$ cat config.mk
export PLATFORM = sky130hd
export DESIGN_NAME = pdwl_lock
export DESIGN_NICKNAME = d
export VERILOG_FILES = /design/src/pdwl_pkg.sv /design/src/pdwl_lock.sv
export VERILOG_INCLUDE_DIRS = /design/src
export SDC_FILE = /design/constraint.sdc
export NUM_CORES = 1
export LEC_CHECK = 0
export ABC_AREA = 1
export BUFFER_PORTS_ARGS = -buffer_cell sky130_fd_sc_hd__buf_2
export CAP_MARGIN = 20
export CORE_ASPECT_RATIO = 2
export CORE_MARGIN = 2
export CORE_UTILIZATION = 52
export DETAILED_ROUTE_END_ITERATION = 8
export GPL_TIMING_DRIVEN = 0
export PLACE_DENSITY = 0.85
export SLEW_MARGIN = 20
export SYNTH_ARGS = -nofsm -noshare
export SYNTH_HDL_FRONTEND = slang
export SYNTH_SLANG_ARGS = --single-unit
$ cat constraint.sdc
create_clock -name mclk -period 10.7 [get_ports mclk]
set_input_delay 3.21 -clock mclk [delete_from_list [all_inputs] [get_ports mclk]]
set_output_delay 3.21 -clock mclk [all_outputs]
set_load 0.02 [all_outputs]
$ cat src/pdwl_map.svh
// Purpose: Constants for the peripheral-disable write lock.
// Assumes: Included by its bare name.
// Notes:   Bit positions, reset values and the disable word count.
`ifndef PDWL_MAP_SVH
`define PDWL_MAP_SVH
`define PDWL_LOCK_BIT      5'd12
`define PDWL_ONE_WAY_BIT   5'd28
`define PDWL_CFG_RST       32'h0000_0000
`define PDWL_PMD_RST       32'h0000_0000
`define PDWL_LOCK_RST      1'b0
`define PDWL_NUM_PMD       6
`endif

$ cat src/pdwl_pkg.sv
// Purpose: Types for the peripheral-disable write lock.
// Assumes: Nothing beyond the map header.
// Notes:   Write request carrier.
package pdwl_pkg;
  typedef struct packed {
    logic        valid;
    logic [2:0]  sel;
    logic [31:0] data;
  } pdwl_wr_t;
endpackage

$ cat src/pdwl_lock.sv
// Purpose: Write lock for the peripheral-module-disable registers.
//          Holds six disable words and the lock bit that guards them.
// Assumes: Writes are single-cycle and synchronous to mclk; unlock is a one-cycle pulse.
//          The one-way option word is static while the device runs.
//          Any write is offered for exactly one cycle, never held.
// Notes:   Writes always complete; blocked ones just do not store.
//          The acknowledge never tells a stored write from a dropped one,
//          so software cannot probe the lock through the bus response.
//          Selects six and seven address no word; they are acked only.
//          The lock bit is driven straight from its flop, as the config
//          control register would show it to a read.
//          Reset is the only path back to an open state under one-way.
// Notes on behaviour
// - Lock set means disable register writes are dropped, contents held.
// - Blocked writes finish normally; no error is ever signalled.
// - Lock is bit 12 of config control; one blocks, zero permits.
// - Lock bit changes only after a completed unlock sequence.
// - With one-way option active, lock cannot clear once set.
// - One-way held lock makes unlock useless until device reset.
// - Only device reset clears a sticky one-way lock.
`timescale 1ns/1ps
`include "pdwl_map.svh"
module pdwl_lock (
  input  wire logic              mclk,
  input  wire logic              rstn,
  input  wire pdwl_pkg::pdwl_wr_t pmd_wr,
  input  wire logic              cfg_wr,
  input  wire logic [31:0]       cfg_wdata,
  input  wire logic              unlock_ok,
  input  wire logic [31:0]       device_config_word_three,
  output logic                   disable_reg_lock,
  output logic                   wr_done,
  output logic [`PDWL_NUM_PMD*32-1:0] periph_disable_regs
);
  import pdwl_pkg::*;

  // Select decode shared by the store path and its checks, so
  // both always agree on which word a request addresses.
  // Selects past the last word match nothing and store nowhere.
  function automatic logic pmd_sel_hit(input logic [2:0] sel, input int unsigned idx);
    pmd_sel_hit = (sel == 3'(idx));
  endfunction

  // Local state; the lock and the six words share one reset
  logic [1:0]  rst_sync_ff;
  logic        rst_n;
  logic        lock_ff;
  logic        done_ff;
  logic [31:0] pmd_ff [`PDWL_NUM_PMD];

  // Reset entry is immediate; release waits two edges so every
  // flop leaves reset on the same clock edge.
  // Reset released through two flops
  always_ff @(posedge mclk or negedge rstn) begin
    if (!rstn) begin
      rst_sync_ff <= 2'b00;
    end else begin
      rst_sync_ff <= {rst_sync_ff[0], 1'b1};
    end
  end
  assign rst_n = rst_sync_ff[1];

  // Lock decode. The one-way option is read live from the config word,
  // so a change there acts on the next lock write; the word is meant
  // to stay fixed while the device runs.
  wire lock_one_way = device_config_word_three[`PDWL_ONE_WAY_BIT];
  wire req_lock     = cfg_wdata[`PDWL_LOCK_BIT];
  // Without the qualifier a lock write is acked but changes nothing
  // unlock gating
  wire lock_wr_ok   = cfg_wr && unlock_ok;
  // Only a clear is refused under one-way; a set is always taken
  // sticky one-way
  wire clr_blocked  = lock_one_way && lock_ff;
  wire nxt_lock     = (lock_wr_ok && !(clr_blocked && !req_lock)) ? req_lock : lock_ff;
  // The gate reads the lock flop, so a word write in the same cycle
  // as a lock write is judged by the old lock value.
  // write gate
  wire pmd_wr_en    = pmd_wr.valid && !lock_ff;

  // Lock bit; under one-way only reset brings it back to open
  // reset clears lock
  always_ff @(posedge mclk or negedge rst_n) begin
    if (!rst_n) begin
      lock_ff <= `PDWL_LOCK_RST;
    end else begin
      lock_ff <= nxt_lock;
    end
  end

  // A refused write gets the same ack, so the lock cannot be probed
  // every write acknowledged, stored or not
  always_ff @(posedge mclk or negedge rst_n) begin
    if (!rst_n) begin
      done_ff <= 1'b0;
    end else begin
      done_ff <= pmd_wr.valid || cfg_wr;
    end
  end

  // One storage word per disable register; the flat output
  // is only a view of the array, word i at bits i*32 up.
  genvar i;
  generate
    for (i = 0; i < `PDWL_NUM_PMD; i++) begin : g_pmd
      wire pmd_hit = pmd_wr_en && pmd_sel_hit(pmd_wr.sel, i);
      always_ff @(posedge mclk or negedge rst_n) begin
        if (!rst_n) begin
          pmd_ff[i] <= `PDWL_PMD_RST;
        end else if (pmd_hit) begin
          pmd_ff[i] <= pmd_wr.data;
        end
      end
      assign periph_disable_regs[i*32 +: 32] = pmd_ff[i];

    end
  endgenerate

  // Outputs straight from their flops, no logic after them
  assign disable_reg_lock = lock_ff;
  assign wr_done          = done_ff;
endmodule

-- Word-level counts from Yosys, hierarchy flattened
Index checks and enable logic that the tools add are counted.
- flip-flop bits (word level): 196
- reductions and logical operators: 16
- eq/ne operators: 5
- operators with widths (kind ; count):
    $logic_and 1x1->1 ; 11
    $eq 3x2->1 const B ; 2
    $eq 3x3->1 const B ; 2
    $eq 3x1->1 const B ; 1
    $logic_not 1->1 ; 3
    $logic_not 3->1 ; 1
    $logic_or 1x1->1 ; 1

-- Logic depth before layout (Yosys ltp)
- word-level depth: 4
- depth in mapped cells: 7
- gate-level depth less buffers: 5

-- Worst setup path after synthesis
No wires, ideal clock.
- path kind: input -> register
- start point: input pmd_wr[35] in the netlist's numbering
- end point: register pmd_ff (netlist bit periph_disable_regs[128])
- path slack: 6.603 ns
- setup time: 0.116 ns
- required time: 10.584 ns
- arrival time: 3.980 ns
- stages: 7
- path through: inv_1 nor2_1 buf_2 nand3_1 clkbuf_1 nand2_1 nand2_1
- longest elaborated chain between the ends: 2
- RTL lines (item ; RTL line ; source):
    from (decl) ; pdwl_lock.sv:26 ; input wire pdwl_pkg::pdwl_wr_t pmd_wr,
    $logic_and 1x1->1 ; pdwl_lock.sv:78 ; wire pmd_wr_en = pmd_wr.valid && !lock_ff;
    $logic_and 1x1->1 ; pdwl_lock.sv:105 ; wire pmd_hit = pmd_wr_en && pmd_sel_hit(pmd_wr.sel, i);
    to (signal, indexed assignment) ; pdwl_lock.sv:108 ; pmd_ff[i] <= `PDWL_PMD_RST;
    to (signal, indexed assignment) ; pdwl_lock.sv:110 ; pmd_ff[i] <= pmd_wr.data;
    to (decl) ; pdwl_lock.sv:49 ; logic [31:0] pmd_ff [`PDWL_NUM_PMD];
No other way between the ends.
A chain may end at the register's enable or synchronous reset.

-- Worst setup path in the final report
- start point: input pmd_wr[32] in the netlist's numbering
- end point: register pmd_ff (netlist bit periph_disable_regs[25])
- longest elaborated chain between the ends: 2
- RTL lines (item ; RTL line ; source):
    $logic_not 3->1 ; pdwl_lock.sv:41 ; pmd_sel_hit = (sel == 3'(idx));
    $logic_and 1x1->1 ; pdwl_lock.sv:105 ;
No other way between the ends.

==> impl_metrics.ini <==
[power_and_ir_drop]
ir_worst_vdd_mv = 0.134
switching_power_uw = 860
power_frac_clock_pct = 27.3
p_seq_share_pct = 43.9
comb_power_share_pct = 28.8
leakage_uw = 0.00563
switching_share_pct = 36.8
report.power.total_uw = 2340
power.density_mw_per_mm2 = 243
internal_power_uw = 1480

[logic_synthesis]
synthCells = 852
synth_top_area_cell = dfrtp_1
yosysTopAreaCellShare_pct = 64.8
synth_warnings = 0
syn-num-nets = 956
ys_top_cells_by_area = dfrtp_1 (65%), nand2_1 (23%), nand3_1 (8.9%), clkbuf_1 (1.9%), buf_2 (0.73%)
synth_seq_cells = 196
yosysUniqueCellTypes = 13
seq_area_frac_synth_pct = 64.8
syn_area_mm2 = 0.00756
postSynthAreaPerCell_um2 = 8.88

[routing]
wire_per_inst_um = 17.6
vias = 6961
first_pass_iters = 5
wl_mm = 23.1
drtIter0Drc = 462
postRouteAntennaNets = 0
avgViaCountPerCell = 5.30
route.detailed.drc = 0

[placed_design]
placed_area_mm2 = 0.00906
globalplace.congestion = 0.863
port_buffers = 235
dp_hpwl_mm = 16.5

[critical_path]
startpoint = pmd_wr[32]
worstPathCellList = buf_2 -> nor2_2 -> nand3_1 -> clkbuf_1 -> nand2_1 -> nand2_1
cp_data_arrival_time_ns = 4.96
end_kind = flip-flop
criticalPathCategory = in2reg
cpMostUsedCell = nand2_1
start_kind = input port
cpPeakStageDelay_ns = 0.54
crit_required_ns = 11.01
critPathSlowestCell = nand3_1
path_max_fanout = 10
r2r_slack_ns = 8.89
worstReg2RegStart = disable_reg_lock

[grt]
grt_max_degree = 58
grt-ovfl-total = 0
antenna_found_initial = 0
grtUsageTotal_pct = 30.3
grt_pass1_vias = 6562
grt_pass1_wl_mm = 35.3

[run]
maxCapViolCount = 0

[cts]
htreeDepth = 4
cts_buffers = 17
cts_resized = 0
clock_sinks = 196
clk-insertion-delay-late_ns = 0.43
root_buffer = clkbuf_16
cts_tree = built
cts_max_path_buffers = 2
cts.hold.buffers_added = 0
path_clk_slew_ns = 0.07
cts_setup_buffers = 0

[cells_and_area]
antennaDiodeCount = 0
nFillCells = 1228
drive_above_1_share_pct = 25.7
fin_util_pct = 67.5
finalInstanceArea_mm2 = 0.00964
syn_to_final_growth_pct = 27.5
nets = 1213

[timing]
setup_tns_ns = 0
skew_ns = 0.0104
fin_crit_sh_pct = 43.5
finalCriticalPeriod_ns = 4.65
worstMarginPinSlew_ns = 0.651
finalHoldViolCount = 0
fmax_mhz = 215
relSlewSlack_pct = 56.6
slew_viol_final = 0
rsz0062_at_grt = no
whs_ns = 0.345
finalSetupViolCount = 0

[floorplan]
num_rows = 62
die_h_um = 175
dieArea_mm2 = 0.0156
fp.coreArea_mm2 = 0.0143
ios = 298
initial_core_util_pct = 53.0
die_w_um = 89.3

[status]
status = finished, final reports clean

[min_path]
hold_path_class = reg2async
==> registers in the layout (all words and copies together), names as in the netlist <==
register	flops
wr_done	1
rst_sync_ff	2
periph_disable_regs	192
disable_reg_lock	1
==> worst max-delay path, delay by kind of cell <==
kind / cells / cell delay [ns]
buf+inv: 2 / 0.50
simple gates: 4 / 1.24
==> power groups by stage <==
stage	Combinational [uW]	Sequential [uW]	Clock (uW)
finish	674	1030	639
global route	731	1050	674
CTS	678	1020	645
detailed placement	675	1030	0
global placement	645	1040	0
floorplan	158	1260	0
==> kinds of logic after synthesis <==
group / share of synthesized area, %
AND/OR/NAND/NOR: 32.1
flip-flops: 64.8
buffers and inverters: 2.96
AO/OA/AOI/OAI: 0.0661
other: 0.0496
==> metal layers <==
layer,part of all wire [%],up-vias,global-route usage [%]
met2,49,388,48.3
li1,-,3186,-
met5,0,-,0
met3,9.0,74,7.12
met1,36,3313,37.2
met4,5.3,0,16.4
==> layout make-up <==
cell class / instances / area (um^2) / area share, %
plain buffers: 50 / 201 / 2.09
clock buffers: 19 / 433 / 4.49
clock inverters: 13 / 150 / 1.56
inverters: 6 / 22.5 / 0.234
multi-input cells: 600 / 2430 / 25.3
flip-flops and latches: 196 / 4910 / 50.9
well taps: 192 / 240 / 2.49
repair buffers: 238 / 1250 / 13.0
==> worst paths after layout <==
check,to,depth (start not counted)
setup reg to reg,periph_disable_regs[146],6
hold / removal,periph_disable_regs[139],0
min in group mclk,rst_sync_ff[1],0
setup / recovery,periph_disable_regs[25],6
max in group asynchronous,rst_sync_ff[1],1
hold reg to reg,periph_disable_regs[139],0
==> through the flow <==
stage / setup WS, ns / cells
after floorplan: 4.83 / 852
after global routing: 6.08 / 1314
after global placement: 2.86 / 1279
after detailed placement: 5.71 / 1282
after CTS: 6.16 / 1314
final: 6.05 / 1314
==> synthesized netlist by cell type <==
master and instances:
nand2_1 454, or2_2 1, inv_1 3, clkbuf_1 38
nand3_1 135, buf_2 11, o21ai_0 1, inv_2 3
conb_1 1, nor2_1 4, buf_1 1, dfrtp_1 196
nor2_2 4
==> cell usage in the layout, fill, tap and decap left out <==
| master | instances |
|---|---|
| dfrtp_1 | 195 |
| inv_6 | 4 |
| clkinv_2 | 2 |
| inv_8 | 2 |
| buf_2 | 246 |
| clkbuf_16 | 17 |
| o21ai_0 | 1 |
| clkinvlp_4 | 3 |
| buf_12 | 1 |
| inv_1 | 3 |
| nand2_1 | 454 |
| nor2_2 | 4 |
| buf_16 | 2 |
| conb_1 | 1 |
| buf_1 | 1 |
| or2_2 | 1 |
| nor2_1 | 4 |
| clkbuf_1 | 40 |
| nand3_1 | 135 |
| inv_2 | 3 |
| dfrtp_4 | 1 |
| bufinv_16 | 2 |
(Power assumes the default switching activity.)
